## src/logic/bbid_defs.svh

```systemverilog
`ifndef BBID_DEFS_SVH
`define BBID_DEFS_SVH

// upper opcode nibbles
`define BBID_NIB_CTRL0 4'h0
`define BBID_NIB_LOGIC 4'h1
`define BBID_NIB_ARITH 4'h2
`define BBID_NIB_ROTC 4'h3
`define BBID_NIB_ROTN 4'h4
`define BBID_NIB_SUBS 4'h5
`define BBID_NIB_CMP 4'h6
`define BBID_NIB_BIT_TOGGLE 4'h7
`define BBID_NIB_BIT_SET 4'h8
`define BBID_NIB_BIT_CLEAR 4'h9
`define BBID_NIB_TEST_SET 4'hA
`define BBID_NIB_TEST_CLEAR 4'hB
`define BBID_NIB_FILE_PAIR 4'hC
`define BBID_NIB_REL 4'hD
`define BBID_NIB_BRANCH 4'hE
`define BBID_NIB_WORD2 4'hF

// status flag masks, bit 0 carry, 1 digit carry, 2 zero, 3 overflow, 4 negative
`define BBID_FM_NONE 5'h00
`define BBID_FM_ALL 5'h1F
`define BBID_FM_ZN 5'h14
`define BBID_FM_CZN 5'h15
`define BBID_FM_Z 5'h04

// access bank split
`define BBID_ACCESS_SPLIT 8'h80
`define BBID_ACCESS_LOW 4'h0
`define BBID_ACCESS_HIGH 4'hF

// register map and reset values
`define BBID_REG_BANK 4'h0
`define BBID_REG_STATUS 4'h4
`define BBID_REG_LAST 4'h8
`define BBID_BANK_RESET 4'h0

`endif

```

## src/logic/bbid_pkg.sv

```systemverilog
package bbid_pkg;

  typedef enum logic [1:0] {
    ST_EXEC = 2'b00,
    ST_WORD2 = 2'b01,
    ST_FLUSH = 2'b11,
    ST_FLUSH2 = 2'b10
  } bbid_state_t;

  typedef enum logic [4:0] {
    ALU_NONE, ALU_ADD, ALU_ADDC, ALU_SUB, ALU_SUBB, ALU_RSUBB, ALU_INC, ALU_DEC,
    ALU_NEG, ALU_AND, ALU_OR, ALU_XOR, ALU_COM, ALU_RLC, ALU_RRC, ALU_RL, ALU_RR,
    ALU_SWAP, ALU_PASS, ALU_STORE_ACC, ALU_CLR, ALU_SET, ALU_MUL, ALU_BCLR,
    ALU_BSET, ALU_BTOG, ALU_LIT
  } bbid_alu_t;

  typedef enum logic [3:0] {
    SK_NONE, SK_INC_Z, SK_INC_NZ, SK_DEC_Z, SK_DEC_NZ, SK_CMP_EQ, SK_CMP_GT,
    SK_CMP_LT, SK_TST_Z, SK_BIT_SET, SK_BIT_CLR, SK_BR_COND, SK_ALWAYS
  } bbid_skip_t;

  typedef enum logic [2:0] {
    TW_NONE, TW_MOVE, TW_JUMP, TW_CALL, TW_LIT12
  } bbid_tw_t;

  typedef struct packed {
    bbid_alu_t alu;
    bbid_skip_t skip;
    bbid_tw_t tw;
    logic [4:0] flags;
    logic usesFile;
    logic hasDest;
    logic wrFile;
    logic wrAcc;
    logic isRet;
  } bbid_dec_t;

endpackage

```

## src/logic/bbid_skip_eval.sv

```systemverilog
`timescale 1ns/10ps
module bbid_skip_eval
  import bbid_pkg::*;
(
  // test selection
  input wire bbid_skip_t kind,
  input wire logic [2:0] bitPos,
  input wire logic [2:0] cond,
  // operands
  input wire logic [7:0] operand,
  input wire logic [7:0] acc,
  input wire logic [4:0] flags,
  // outcome
  output logic take
);

  logic [7:0] incVal;
  logic [7:0] decVal;
  logic condFlag;

  always_comb
  begin
    incVal = operand + 8'h01;
    decVal = operand - 8'h01;
    // branch condition: pairs of zero, carry, overflow, negative; odd code negates
    case (cond[2:1])
      2'b00: condFlag = flags[2];
      2'b01: condFlag = flags[0];
      2'b10: condFlag = flags[3];
      default: condFlag = flags[4];
    endcase
    case (kind)
      SK_INC_Z: take = (incVal == 8'h00);
      SK_INC_NZ: take = (incVal != 8'h00);
      SK_DEC_Z: take = (decVal == 8'h00);
      SK_DEC_NZ: take = (decVal != 8'h00);
      SK_CMP_EQ: take = (operand == acc);
      SK_CMP_GT: take = (operand > acc);
      SK_CMP_LT: take = (operand < acc);
      SK_TST_Z: take = (operand == 8'h00);
      SK_BIT_SET: take = operand[bitPos];
      SK_BIT_CLR: take = !operand[bitPos];
      SK_BR_COND: take = condFlag ^ cond[0];
      SK_ALWAYS: take = 1'b1;
      default: take = 1'b0;
    endcase
  end

endmodule // bbid_skip_eval

```

## src/logic/bbid_decoder.sv

```systemverilog
// Overview of operation
// - file address low byte; d picks destination
// - a=0 access bank, a=1 bank select
// - two-word file move, 12-bit addresses, no flags
// - bit ops: position, a, address; no flags
// - literal operand is the low byte
// - absolute jump target 20 bits over two words
// - call fast bit passed to call logic
// - fast bit alone triggers shadow save/restore
// - relative offsets 11 bits or 8 bits signed
// - port operand read from pins, not latch
// - timer count file op clears its prescaler; ops with d=0 and file pair moves into the timer do not clear it
// - pc change or true test costs two cycles, three when the test skips a two-word instruction
// - lone second word executes as no-operation
// - compare and test skips, no flags
// - increment/decrement skips write per d, no flags
// - logical operations update zero and negative only
// - subtract, negate, increment, decrement update five flags
// - rotate and swap flag updates as listed
// - multiply, store, move, clear, set decode
// - product high and low bytes from multiply
//
// Decided for this implementation: the Avalon-MM slave port and the placing of the registers.
`timescale 1ns/10ps
`include "bbid_defs.svh"
module bbid_decoder
  import bbid_pkg::*;
#(
  parameter logic [11:0] PORT_B_ADDR = 12'hF00,
  parameter logic [11:0] TIMER_ZERO_ADDR = 12'hF01
)
(
  // clock and reset
  input wire logic ref_clk,
  input wire logic rst_n,
  // register bus
  input wire logic [3:0] avs_address,
  input wire logic avs_read,
  input wire logic avs_write,
  input wire logic [31:0] avs_writedata,
  output logic [31:0] avs_readdata,
  output logic avs_waitrequest,
  // instruction fetch
  input wire logic instrValid,
  input wire logic [15:0] instrWord,
  // datapath operands
  output logic [11:0] operandAddr,
  input wire logic [7:0] fileData,
  input wire logic [7:0] portPins,
  input wire logic [7:0] accData,
  input wire logic [4:0] statusFlags,
  input wire logic prescalerAssigned,
  // decoded execution controls
  output logic execValid,
  output logic execNop,
  output logic squash,
  output bbid_alu_t aluFunc,
  output logic [4:0] flagMask,
  output logic writeFile,
  output logic writeAcc,
  output logic [11:0] fileAddr,
  output logic [2:0] bitPos,
  output logic [7:0] literal,
  output logic [7:0] operandValue,
  output logic readPins,
  output logic prescalerClear,
  // program flow
  output logic pcRel,
  output logic [10:0] relOffset,
  output logic pcLoad,
  output logic [19:0] pcTarget,
  output logic callPush,
  output logic retPop,
  output logic fastSel,
  output logic shadowSave,
  output logic shadowRestore,
  // file pair move and product
  output logic moveWrite,
  output logic [11:0] moveSrcAddr,
  output logic [11:0] moveDstAddr,
  output logic [7:0] productHigh,
  output logic [7:0] productLow
);

  function automatic bbid_dec_t decodeWord(input logic [15:0] w);
    bbid_dec_t d;
    d = '{alu: ALU_NONE, skip: SK_NONE, tw: TW_NONE, flags: `BBID_FM_NONE, default: 1'b0};
    d.usesFile = 1'b1;
    d.hasDest = 1'b1;
    case (w[15:12])
      `BBID_NIB_CTRL0:
      begin
        d.hasDest = 1'b0;
        if (w[11:10] == 2'b01)
        begin
          d.alu = ALU_DEC;
          d.flags = `BBID_FM_ALL;
          d.hasDest = 1'b1;
        end
        else if (w[11:9] == 3'b001)
          d.alu = ALU_MUL;
        else
        begin
          d.usesFile = 1'b0;
          if (w[11])
          begin
            d.alu = ALU_LIT;
            d.wrAcc = 1'b1;
          end
          d.isRet = (w[11:1] == 11'h009);
        end
      end
      `BBID_NIB_LOGIC:
      begin
        d.flags = `BBID_FM_ZN;
        case (w[11:10])
          2'b00: d.alu = ALU_OR;
          2'b01: d.alu = ALU_AND;
          2'b10: d.alu = ALU_XOR;
          default: d.alu = ALU_COM;
        endcase
      end
      `BBID_NIB_ARITH:
      begin
        d.flags = `BBID_FM_ALL;
        case (w[11:10])
          2'b00: d.alu = ALU_ADDC;
          2'b01: d.alu = ALU_ADD;
          2'b10: d.alu = ALU_INC;
          default:
          begin
            d.alu = ALU_DEC;
            d.skip = SK_DEC_Z;
            d.flags = `BBID_FM_NONE;
          end
        endcase
      end
      `BBID_NIB_ROTC:
      begin
        case (w[11:10])
          2'b00: d.alu = ALU_RRC;
          2'b01: d.alu = ALU_RLC;
          2'b10: d.alu = ALU_SWAP;
          default: d.alu = ALU_INC;
        endcase
        d.flags = w[11] ? `BBID_FM_NONE : `BBID_FM_CZN;
        d.skip = (w[11:10] == 2'b11) ? SK_INC_Z : SK_NONE;
      end
      `BBID_NIB_ROTN:
      begin
        case (w[11:10])
          2'b00: d.alu = ALU_RR;
          2'b01: d.alu = ALU_RL;
          2'b10: d.alu = ALU_INC;
          default: d.alu = ALU_DEC;
        endcase
        d.flags = w[11] ? `BBID_FM_NONE : `BBID_FM_ZN;
        d.skip = !w[11] ? SK_NONE : (w[10] ? SK_DEC_NZ : SK_INC_NZ);
      end
      `BBID_NIB_SUBS:
      begin
        d.flags = (w[11:10] == 2'b00) ? `BBID_FM_ZN : `BBID_FM_ALL;
        case (w[11:10])
          2'b00: d.alu = ALU_PASS;
          2'b01: d.alu = ALU_RSUBB;
          2'b10: d.alu = ALU_SUBB;
          default: d.alu = ALU_SUB;
        endcase
      end
      `BBID_NIB_CMP:
      begin
        d.hasDest = 1'b0;
        d.wrFile = w[11];
        case (w[11:9])
          3'b000: d.skip = SK_CMP_LT;
          3'b001: d.skip = SK_CMP_EQ;
          3'b010: d.skip = SK_CMP_GT;
          3'b011: d.skip = SK_TST_Z;
          3'b100: d.alu = ALU_SET;
          3'b101:
          begin
            d.alu = ALU_CLR;
            d.flags = `BBID_FM_Z;
          end
          3'b110:
          begin
            d.alu = ALU_NEG;
            d.flags = `BBID_FM_ALL;
          end
          default: d.alu = ALU_STORE_ACC;
        endcase
      end
      `BBID_NIB_BIT_TOGGLE, `BBID_NIB_BIT_SET, `BBID_NIB_BIT_CLEAR:
      begin
        d.hasDest = 1'b0;
        d.wrFile = 1'b1;
        d.alu = (w[15:12] == `BBID_NIB_BIT_CLEAR) ? ALU_BCLR :
                (w[15:12] == `BBID_NIB_BIT_SET) ? ALU_BSET : ALU_BTOG;
      end
      `BBID_NIB_TEST_SET, `BBID_NIB_TEST_CLEAR:
      begin
        d.hasDest = 1'b0;
        d.skip = w[12] ? SK_BIT_CLR : SK_BIT_SET;
      end
      `BBID_NIB_FILE_PAIR:
      begin
        d.hasDest = 1'b0;
        d.tw = TW_MOVE;
      end
      `BBID_NIB_REL:
      begin
        d.usesFile = 1'b0;
        d.hasDest = 1'b0;
        d.skip = SK_ALWAYS;
      end
      `BBID_NIB_BRANCH:
      begin
        d.usesFile = 1'b0;
        d.hasDest = 1'b0;
        if (!w[11])
          d.skip = SK_BR_COND;
        else if (w[10:9] == 2'b10)
          d.tw = TW_CALL;
        else if (w[10:8] == 3'b111)
          d.tw = TW_JUMP;
        else if (w[10:8] == 3'b110)
          d.tw = TW_LIT12;
      end
      default:
      begin
        d.usesFile = 1'b0;
        d.hasDest = 1'b0;
      end
    endcase
    if (d.hasDest)
    begin
      d.wrFile = w[9];
      d.wrAcc = !w[9];
    end
    return d;
  endfunction

  // access bank maps the low half to bank 0 and the high half to the top bank
  function automatic logic [11:0] effAddr(input logic [7:0] f, input logic a,
                                          input logic [3:0] bank);
    if (a)
      return {bank, f};
    return {(f < `BBID_ACCESS_SPLIT) ? `BBID_ACCESS_LOW : `BBID_ACCESS_HIGH, f};
  endfunction

  bbid_state_t state;
  bbid_state_t next_state;
  bbid_dec_t dec;
  bbid_tw_t pendKind;
  logic [11:0] pendLow;
  logic pendFast;
  logic flushSkip;
  logic [3:0] bankSelect;
  logic [15:0] lastWord;
  logic busAck;
  logic [11:0] curAddr;
  logic [7:0] curOperand;
  logic hitPort;
  logic take;
  logic issue;
  logic flushWord;

  bbid_skip_eval skipEval (
    .kind(dec.skip),
    .bitPos(instrWord[11:9]),
    .cond(instrWord[10:8]),
    .operand(curOperand),
    .acc(accData),
    .flags(statusFlags),
    .take(take)
  );

  always_comb
  begin
    dec = decodeWord(instrWord);
    curAddr = effAddr(instrWord[7:0], instrWord[8], bankSelect);
    hitPort = dec.usesFile && (curAddr == PORT_B_ADDR);
    curOperand = hitPort ? portPins : fileData;
    operandAddr = curAddr;
    issue = instrValid && (state == ST_EXEC) && (instrWord[15:12] != `BBID_NIB_WORD2);
    flushWord = instrValid && ((state == ST_FLUSH) || (state == ST_FLUSH2));
  end

  always_comb
  begin
    next_state = state;
    if (instrValid)
    begin
      case (state)
        ST_EXEC:
          if (issue && (dec.tw != TW_NONE))
            next_state = ST_WORD2;
          else if (issue && (take || dec.isRet))
            next_state = ST_FLUSH;
        ST_WORD2: next_state = ST_EXEC;
        ST_FLUSH:
          next_state = (flushSkip && (dec.tw != TW_NONE)) ? ST_FLUSH2 : ST_EXEC;
        default: next_state = ST_EXEC;
      endcase
    end
  end

  always_ff @(posedge ref_clk or negedge rst_n)
  begin
    if (!rst_n)
    begin
      state <= ST_EXEC;
      flushSkip <= 1'b0;
      pendKind <= TW_NONE;
      pendLow <= 12'h000;
      pendFast <= 1'b0;
    end
    else
    begin
      state <= next_state;
      if (issue)
      begin
        flushSkip <= (dec.skip != SK_ALWAYS) && (dec.skip != SK_BR_COND) && !dec.isRet;
        pendKind <= dec.tw;
        pendLow <= instrWord[11:0];
        pendFast <= instrWord[8];
      end
    end
  end

  // per-word controls; strobes are one-cycle pulses after the word's edge, operand fields hold until the next issued word
  always_ff @(posedge ref_clk or negedge rst_n)
  begin
    if (!rst_n)
    begin
      execValid <= 1'b0;
      execNop <= 1'b0;
      squash <= 1'b0;
      aluFunc <= ALU_NONE;
      flagMask <= `BBID_FM_NONE;
      writeFile <= 1'b0;
      writeAcc <= 1'b0;
      fileAddr <= 12'h000;
      bitPos <= 3'h0;
      literal <= 8'h00;
      operandValue <= 8'h00;
      readPins <= 1'b0;
      prescalerClear <= 1'b0;
      pcRel <= 1'b0;
      relOffset <= 11'h000;
      retPop <= 1'b0;
      shadowRestore <= 1'b0;
      moveSrcAddr <= 12'h000;
    end
    else
    begin
      execValid <= instrValid;
      execNop <= flushWord || (instrValid && (state == ST_EXEC) && !issue);
      squash <= flushWord;
      aluFunc <= issue ? dec.alu : ALU_NONE;
      flagMask <= issue ? dec.flags : `BBID_FM_NONE;
      writeFile <= issue && dec.wrFile;
      writeAcc <= issue && dec.wrAcc;
      readPins <= issue && hitPort;
      prescalerClear <= issue && dec.usesFile && (curAddr == TIMER_ZERO_ADDR) &&
                        prescalerAssigned && (!dec.hasDest || instrWord[9]);
      pcRel <= issue && take && ((dec.skip == SK_ALWAYS) || (dec.skip == SK_BR_COND));
      retPop <= issue && dec.isRet;
      shadowRestore <= issue && dec.isRet && instrWord[0];
      if (issue)
      begin
        fileAddr <= curAddr;
        bitPos <= instrWord[11:9];
        literal <= instrWord[7:0];
        operandValue <= curOperand;
        relOffset <= (dec.skip == SK_ALWAYS) ? instrWord[10:0] :
                     {{3{instrWord[7]}}, instrWord[7:0]};
        if (dec.tw == TW_MOVE)
          moveSrcAddr <= instrWord[11:0];
      end
    end
  end

  // second word completes moves, jumps and calls
  always_ff @(posedge ref_clk or negedge rst_n)
  begin
    if (!rst_n)
    begin
      moveWrite <= 1'b0;
      moveDstAddr <= 12'h000;
      pcLoad <= 1'b0;
      pcTarget <= 20'h0_0000;
      callPush <= 1'b0;
      fastSel <= 1'b0;
      shadowSave <= 1'b0;
    end
    else
    begin
      moveWrite <= instrValid && (state == ST_WORD2) && (pendKind == TW_MOVE);
      pcLoad <= instrValid && (state == ST_WORD2) &&
                ((pendKind == TW_JUMP) || (pendKind == TW_CALL));
      callPush <= instrValid && (state == ST_WORD2) && (pendKind == TW_CALL);
      shadowSave <= instrValid && (state == ST_WORD2) && (pendKind == TW_CALL) &&
                    pendFast;
      if (instrValid && (state == ST_WORD2))
      begin
        moveDstAddr <= instrWord[11:0];
        pcTarget <= {instrWord[11:0], pendLow[7:0]};
        fastSel <= (pendKind == TW_CALL) && pendFast;
      end
    end
  end

  always_ff @(posedge ref_clk or negedge rst_n)
  begin
    if (!rst_n)
    begin
      productHigh <= 8'h00;
      productLow <= 8'h00;
    end
    else if (issue && (dec.alu == ALU_MUL))
      {productHigh, productLow} <= {8'h00, accData} * {8'h00, curOperand};
  end

  // register bus: one wait cycle per access, read data loaded in the wait cycle
  assign avs_waitrequest = (avs_read || avs_write) && !busAck;

  always_ff @(posedge ref_clk or negedge rst_n)
  begin
    if (!rst_n)
    begin
      busAck <= 1'b0;
      avs_readdata <= 32'h0000_0000;
      bankSelect <= `BBID_BANK_RESET;
      lastWord <= 16'h0000;
    end
    else
    begin
      busAck <= (avs_read || avs_write) && !busAck;
      if (avs_write && busAck && (avs_address == `BBID_REG_BANK))
        bankSelect <= avs_writedata[3:0];
      if (issue)
        lastWord <= instrWord;
      if (avs_read && !busAck)
      begin
        case (avs_address)
          `BBID_REG_BANK: avs_readdata <= {28'h000_0000, bankSelect};
          `BBID_REG_STATUS: avs_readdata <= {27'h000_0000, pendKind, state};
          `BBID_REG_LAST: avs_readdata <= {16'h0000, lastWord};
          default: avs_readdata <= 32'h0000_0000;
        endcase
      end
    end
  end

  a_port_pins: assert property (@(posedge ref_clk) disable iff (!rst_n)
    issue && hitPort |=> readPins && (operandValue == $past(portPins)))
    else $error("port operand not taken from pins");
  a_timer_clear: assert property (@(posedge ref_clk) disable iff (!rst_n)
    prescalerClear |-> $past(curAddr) == TIMER_ZERO_ADDR && $past(prescalerAssigned))
    else $error("prescaler cleared for wrong register");
  a_bit_ops: assert property (@(posedge ref_clk) disable iff (!rst_n)
    issue && (instrWord[15:12] inside {4'h7, 4'h8, 4'h9}) |=>
      flagMask == 5'h00 && writeFile && bitPos == $past(instrWord[11:9]))
    else $error("bit operation decoded wrongly");
  a_file_move: assert property (@(posedge ref_clk) disable iff (!rst_n)
    issue && instrWord[15:12] == 4'hC ##1 instrValid |=>
      moveWrite && moveDstAddr == $past(instrWord[11:0]) && flagMask == 5'h00)
    else $error("file pair move not completed in two cycles");
  a_jump_target: assert property (@(posedge ref_clk) disable iff (!rst_n)
    issue && instrWord[15:8] == 8'hEF ##1 instrValid |=>
      pcLoad && pcTarget == {$past(instrWord[11:0]), $past(instrWord[7:0], 2)})
    else $error("absolute jump target wrong");
  a_fast_call: assert property (@(posedge ref_clk) disable iff (!rst_n)
    issue && instrWord[15:9] == 7'h76 ##1 instrValid |=>
      callPush && (shadowSave == $past(instrWord[8], 2)))
    else $error("shadow save does not follow fast bit");
  a_skip_pair: assert property (@(posedge ref_clk) disable iff (!rst_n)
    state == ST_FLUSH && flushSkip && instrValid && instrWord[15:12] == 4'hC |=>
      squash && state == ST_FLUSH2)
    else $error("skip over two-word instruction not three cycles");
  a_taken_flush: assert property (@(posedge ref_clk) disable iff (!rst_n)
    issue && take && dec.tw == TW_NONE ##1 instrValid |=> squash && execNop)
    else $error("taken test without no-operation cycle");
  a_lone_word2: assert property (@(posedge ref_clk) disable iff (!rst_n)
    instrValid && state == ST_EXEC && instrWord[15:12] == 4'hF |=>
      execNop && !writeFile && !writeAcc && flagMask == 5'h00)
    else $error("lone second word not a no-operation");
  a_access_bank: assert property (@(posedge ref_clk) disable iff (!rst_n)
    issue && dec.usesFile && !instrWord[8] |=>
      fileAddr[11:8] == ($past(instrWord[7]) ? 4'hF : 4'h0))
    else $error("access bank not forced");
  a_bank_select: assert property (@(posedge ref_clk) disable iff (!rst_n)
    issue && dec.usesFile && instrWord[8] |=> fileAddr[11:8] == $past(bankSelect))
    else $error("bank select not used");
  a_logic_flags: assert property (@(posedge ref_clk) disable iff (!rst_n)
    issue && instrWord[15:12] == 4'h1 |=> flagMask == 5'h14)
    else $error("logical operation flag mask wrong");
  a_product: assert property (@(posedge ref_clk) disable iff (!rst_n)
    issue && dec.alu == ALU_MUL |=>
      {productHigh, productLow} == 16'($past(accData) * $past(curOperand)))
    else $error("product bytes wrong");

endmodule // bbid_decoder

```

## config.mk

```make
export PLATFORM = sky130hd
export DESIGN_NAME = bbid_decoder
export DESIGN_NICKNAME = d
export VERILOG_FILES = /design/src/logic/bbid_pkg.sv /design/src/logic/bbid_skip_eval.sv /design/src/logic/bbid_decoder.sv
export VERILOG_INCLUDE_DIRS = /design/src /design/src/logic
export SDC_FILE = /design/constraint.sdc
export NUM_CORES = 1
export LEC_CHECK = 0
export ABC_AREA = 1
export BUFFER_PORTS_ARGS = -buffer_cell sky130_fd_sc_hd__buf_2
export CAP_MARGIN = 20
export CORE_MARGIN = 8
export CORE_UTILIZATION = 40
export CTS_BUF_LIST = sky130_fd_sc_hd__clkbuf_16
export DETAILED_ROUTE_END_ITERATION = 12
export PLACE_DENSITY = 0.71
export SYNTH_ARGS = -nofsm -noshare
export SYNTH_HDL_FRONTEND = slang
export SYNTH_SLANG_ARGS = --single-unit
```

## constraint.sdc

```tcl
create_clock -name ref_clk -period 8.6 [get_ports ref_clk]
set_clock_uncertainty 0.15 [all_clocks]
set_input_delay 0.86 -clock ref_clk [delete_from_list [all_inputs] [get_ports ref_clk]]
set_output_delay 0.86 -clock ref_clk [all_outputs]
set_load 0.005 [all_outputs]
```

==> Word level (Yosys, flattened, before mapping) <==
Index checks and enable logic that the tools add are counted.
{ "totals": {"input_bits": 87, "out_inout_bits": 172, "memories": 0, "register_bits": 195, "mem_bits_rw": 0, "wordCells": 226, "romBits": 0, "latch_bits": 0} }
{ "op_classes": {"mul": 1, "bitwise_logic": 1, "eq_ne": 57, "n_addsub": 2, "n_reduce_logical": 65, "mux": 60, "shift": 0, "div": 0, "order_cmp": 4} }
{ "ops": {"columns": ["cell", "n"], "rows": [
  ["$eq 4x4->1 const B", 13],
  ["$pmux 16 s3", 1],
  ["$mux 5", 9],
  ["$pmux 5 s3", 3],
  ["$pmux 5 s8", 1],
  ["$eq 4x3->1 const B", 9],
  ["$pmux 5 s7", 1],
  ["$logic_and 1x1->1", 32],
  ["$pmux 4 s7", 1],
  ["$eq 12x12->1 const B", 2],
  ["$logic_not 8->1", 3],
  ["$mux 12", 2],
  ["$pmux 5 s4", 1],
  ["$mux 2", 9],
  ["$mux 3", 6],
  ["$pmux 3 s3", 2],
  ["$eq 4x2->1 const B", 4],
  ["$mul 8x8->16", 1],
  ["$mux 4", 4],
  ["$pmux 4 s4", 1],
  ["$reduce_bool 8->1", 2],
  ["$eq 3x3->1 const B", 5],
  ["$eq 3x2->1 const B", 4],
  ["$ne 4x4->1 const B", 3],
  ["other kinds (37)", 71]
]} }

==> Longest topological paths before layout <==
{ "depth": {"depth_word": 15, "depth_mapped": 31, "depth_no_buf": 29} }

==> Hierarchy <==
A second synthesis with hierarchy kept.
{ "hier_totals": {"cells_unflattened": 1217, "hier_area_um2": 9251.4} }
{ "modules_own_cells": {"columns": ["module", "cells_per_inst", "area_per_inst_um2", "instances"], "rows": [
  ["bbid_decoder", 1077, 8597.0, 1],
  ["bbid_skip_eval", 140, 654.4, 1]
]} }

==> Worst setup path after synthesis <==
Ideal clock, no wire load.
{ "synth_timing": {"path_type": "input -> register", "start": "input port instrWord[11]", "end": "register productHigh[7]", "path_slack_ns": 2.428, "cell_stages": 29, "setup_time_ns": 0.123, "n_path_buf": 2, "arrival_ns": 5.899, "cell_sequence": "inv_2 buf_2 ha_1 inv_1 nand2_2 nor2_4 nor2_4 nand2_4 buf_6 nand2_1 nand2_2 ha_1 fa_1 fa_1 fa_1 inv_1 fa_1 inv_1 ha_1 nand2_1 o21ai_0 nor2_1 o21ai_0 nand3_1 nand2_1 a21oi_1 o21bai_1 xnor2_1 o21ai_1"} }
{ "synth_between": {"elab_chain_len": 7} }
{ "synth_rtl": {"columns": ["item", "line", "rtl"], "rows": [
  ["start, declared", "bbid_decoder.sv:45", "input wire logic [15:0] instrWord,"],
  ["$eq 3x1->1", "bbid_decoder.sv:100", "else if (w[11:9] == 3'b001)"],
  ["$mux 1", "bbid_decoder.sv:100", null],
  ["$mux 1 *", "bbid_decoder.sv:94", "if (w[11:10] == 2'b01)"],
  ["$pmux 1 s2 *", "bbid_decoder.sv:90", "case (w[15:12])"],
  ["$logic_and 1x1->1 *", "bbid_decoder.sv:282", "hitPort = dec.usesFile && (curAddr == PORT_B_ADDR);"],
  ["$mux 8 *", "bbid_decoder.sv:283", "curOperand = hitPort ? portPins : fileData;"],
  ["net curOperand[4]", "bbid_decoder.sv:262", "logic [7:0] curOperand;"],
  ["$mul 8x8->16 *", "bbid_decoder.sv:422", "{productHigh, productLow} <= {8'h00, accData} * {8'h00, curOperand};"],
  ["end signal, assigned", "bbid_decoder.sv:422", null],
  ["end, declared", "bbid_decoder.sv:81", "output logic [7:0] productHigh,"]
]} }
Mark *: on every way through the listed nets, which the timed path passes. The rest lies on a longest branch.
A chain may end at the register's enable or synchronous reset.

==> Final worst setup path <==
{ "layout_timing": {"start": "input port instrWord[11]", "end": "register productHigh[7]"} }
{ "layout_between": {"elab_chain_len": 7} }
{ "layout_rtl": {"columns": ["item", "line"], "rows": [
  ["$eq 3x1->1", "bbid_decoder.sv:100, bbid_decoder.sv:174"],
  ["$mux 1", "bbid_decoder.sv:100"],
  ["$mux 1", "bbid_decoder.sv:94"],
  ["$pmux 1 s2", "bbid_decoder.sv:90"],
  ["$logic_and 1x1->1", "bbid_decoder.sv:282"],
  ["$mux 8", "bbid_decoder.sv:283"],
  ["$mul 8x8->16", "bbid_decoder.sv:422"]
]} }
Several ways; a longest one is shown, not always the timed one.

==> impl_results.md <==
- WS Path Type: input port to register
- N_diodes: 0
- Layout cell share with drive strength beyond 1: 23.99%
- Commonest non-fill, non-tap cell in the layout: nand2_1
- First-pass DRT Iterations: 5
- CTS tree: done
- Power share of the sequential group: 34.6%
- Final setup TNS: 0 ps
- Unrepaired setup endpoints after global routing: no
- CTS Sinks: 130
- HP Class: input port to async pin
- Status: complete, no violations
- Pwr Total: 0.002615 W
- Worst Path Required: 8730 ps
- Worst-Margin Slew: 945.7 ps
- Post-synth top flop: dfrtp_1
- Period utilization: 80.03%
- Final Hold Vio Count: 0
- Switch Pwr: 0.001008 W
- CORE AREA: 0.02243 mm^2
- Startpoint Class: input port
- Residual DRC: 0
- Pwr dens: 247.6 mW/mm^2
- Post-CTS Hold Buffers: 0
- Multi-input gate area: 0.004716 mm^2
- Layer with the highest usage: met2
- Initial drt markers: 548
- Int Pwr: 0.001607 W
- Leakage: 5.899 nW
- Crit path capture type: register
- Global-route usage over all layers: 19.02%
- Sequential area share after synthesis: 35.91%
- Clock transition at the registers of the reported paths: 70 ps
- R2R Path Start: bankSelect[1]
- Setup Buffers After CTS: 0
- Cell variety after synth: 53
- Post-DP HPWL: 20700 um
- CP max FO: 19
- Syn avg cell area: 8.169 um^2
- GP Congestion: 0.9132
- Die W: 166.5 um
- Die extent in y: 166.5 um
- Synth Instances: 1109
- Post-CTS Resized: 0
- EDFF count, synth: 0
- Grt ovf: 0
- Vias in the first global route: 7866
- Drt wl/cell: 17.00 um
- Clock Power Share: 28.0%
- Met1 usage: 23.39%
- Yosys warning count: 0
- Initial antenna violation count: 0
- Synth area leaders: dfrtp_1, nand2_1, ha_1, fa_1, inv_1
- M3 GR Usage: 5.414%
- Max_slew headroom: 36.80%
- FILL cells: 2242
- H-tree depth: 4
- PortBufs: 213
- NumNets Final: 1458
- R2R setup slack: 2660 ps
- Antenna viol nets, final: 0
- I/O pin cnt: 259
- CP Launch Point: instrWord[11]
- Largest net degree at the start of global routing: 70
- Via-to-Cell Ratio: 4.985
- WL final: 26670 um
- Site row count: 55
- First-pass GRT wire length: 42150 um
- Starting density of the core: 40.38%
- Post-synth top area share: 35.91%
- Num CTS Buffers: 17
- MaxCap Viol Count: 0
- Area Growth Syn to Fin: 16.59%
- Register bit total from synthesis: 130
- CTS root buffer: clkbuf_16
- Logic pwr share: 37.4%
- Asr flop ratio synth: 100.0%
- Clock latency on the worst-skew pair: 410 ps
- Register area: 0.003253 mm^2
- Tmin final: 6883 ps
- Synth area leader: dfrtp_1
- Met2 GRT Util: 31.69%
- Longest Clk Path Bufs: 2
- Total number of vias: 7821
- Max Slew Vio Count: 0
- Sw Share: 38.55%
- Setup violations, final: 0
- Die area: 0.02772 mm^2
- Arrival @ worst endpoint: 7010 ps
- Highest-count cells in the layout ignoring fill and taps: nand2_1, buf_2, inv_1, dfrtp_1, nor2_1
- Post-synth design cell area: 0.009060 mm^2
- Largest vdd supply drop: 0.0001279 V
- FMAX: 145.3 MHz
## cells by family (layout without fill, tap and decap cells)
group | after synthesis | in the layout | synth area share [%]
AND/OR/NAND/NOR | 473 | 473 | 23.05
buffers and inverters | 231 | 391 | 12.71
AO/OA/AOI/OAI | 152 | 152 | 9.129
flip-flops | 130 | 130 | 35.91
adder cells (fa/ha/maj) | 100 | 100 | 16.79
XOR/XNOR | 13 | 13 | 1.257
multiplexers | 9 | 9 | 1.119
other | 1 | 16 | 0.04139
## Yosys cell counts (7+ instances only)
cell,instances
nand2_1,252
dfrtp_1,130
inv_1,130
nor2_1,117
o21ai_0,78
buf_4,64
ha_1,64
nand3_1,44
fa_1,36
a21oi_1,35
clkbuf_1,19
o21ai_1,14
nand2_2,11
mux2_2,9
nor3_1,9
xor2_1,8
inv_2,7
## state kept, by name (all words and copies together) (netlist names), 2 cells and up
| name | count |
|---|---|
| fileAddr | 12 |
| productHigh | 8 |
| moveSrcAddr | 12 |
| aluFunc | 5 |
| lastWord | 6 |
| relOffset | 3 |
| operandValue | 8 |
| avs_readdata | 16 |
| bankSelect | 4 |
| flagMask | 4 |
| pcTarget | 20 |
| state | 2 |
| productLow | 8 |
| bitPos | 2 |
| pendKind | 3 |
## metrics by stage
step / setup WS, ps / cell area (um^2) / hold WS (ps) / instances / utilization, %
2_1_floorplan: 2428 / 9116 / 260.0 / 1124 / -
3_3_place_gp: 1379 / 9973 / 266.9 / 1537 / 44.46
3_5_place_dp: 1347 / 9973 / 285.4 / 1537 / 44.46
4_1_cts: 1787 / 10560 / 284.1 / 1569 / 47.08
5_1_grt: 1241 / 10560 / 317.6 / 1569 / 47.08
6_report: 1717 / 10560 / 266.7 / 1569 / 47.08
## metal layers
layer	routed length, um	share of wire [%]	vias to the layer above
met5	0	0	-
met4	488	1.8	0
met3	2017	7.6	33
met2	12920	48	301
met1	11240	42	3707
li1	-	-	3780
## worst paths after layout
path | to | cells past startpoint
worst max register to register | productHigh[7] | 25
max in group asynchronous | pcTarget[19] | 2
worst min register to register | moveWrite | 1
worst min-delay path | operandValue[7] | 1
worst max-delay path | productHigh[7] | 28
min in group ref_clk | moveWrite | 1
## area by class of cell
class,count,area share [%]
clock buffer,17,4.027
clock inverter,15,1.552
inverter,140,5.023
multi-input combinational,763,44.65
sequential,130,30.80
tap,285,3.376
timing repair buffer,219,10.58
## power groups by stage
| stage | Clock [W] | Combinational, W | Sequential, W |
|---|---|---|---|
| 3_3_place_gp | 0 | 0.000973 | 0.000909 |
| 6_report | 0.000733 | 0.000977 | 0.000906 |
| 5_1_grt | 0.000780 | 0.00111 | 0.000931 |
| 2_1_floorplan | 0 | 0.000683 | 0.000905 |
| 3_5_place_dp | 0 | 0.000987 | 0.000916 |
| 4_1_cts | 0.000754 | 0.000996 | 0.000907 |
## worst max-delay path, stage by stage
cell	delay (ps)
buf_2	190
inv_2	330
ha_1	350
inv_1	120
nand2_2	120
nor2_4	40
nor2_4	430
nand2_4	210
nand2_1	100
nand2_1	220
nor2_1	220
fa_1	480
fa_1	560
fa_1	550
inv_1	50
fa_1	530
inv_1	40
ha_1	340
nand2_1	80
o21ai_0	160
nor2_1	80
o21ai_0	260
nand3_1	110
nand2_1	110
a21oi_1	70
o21bai_1	150
xnor2_1	140
o21ai_1	80
Power figures use the tool's default switching activity.
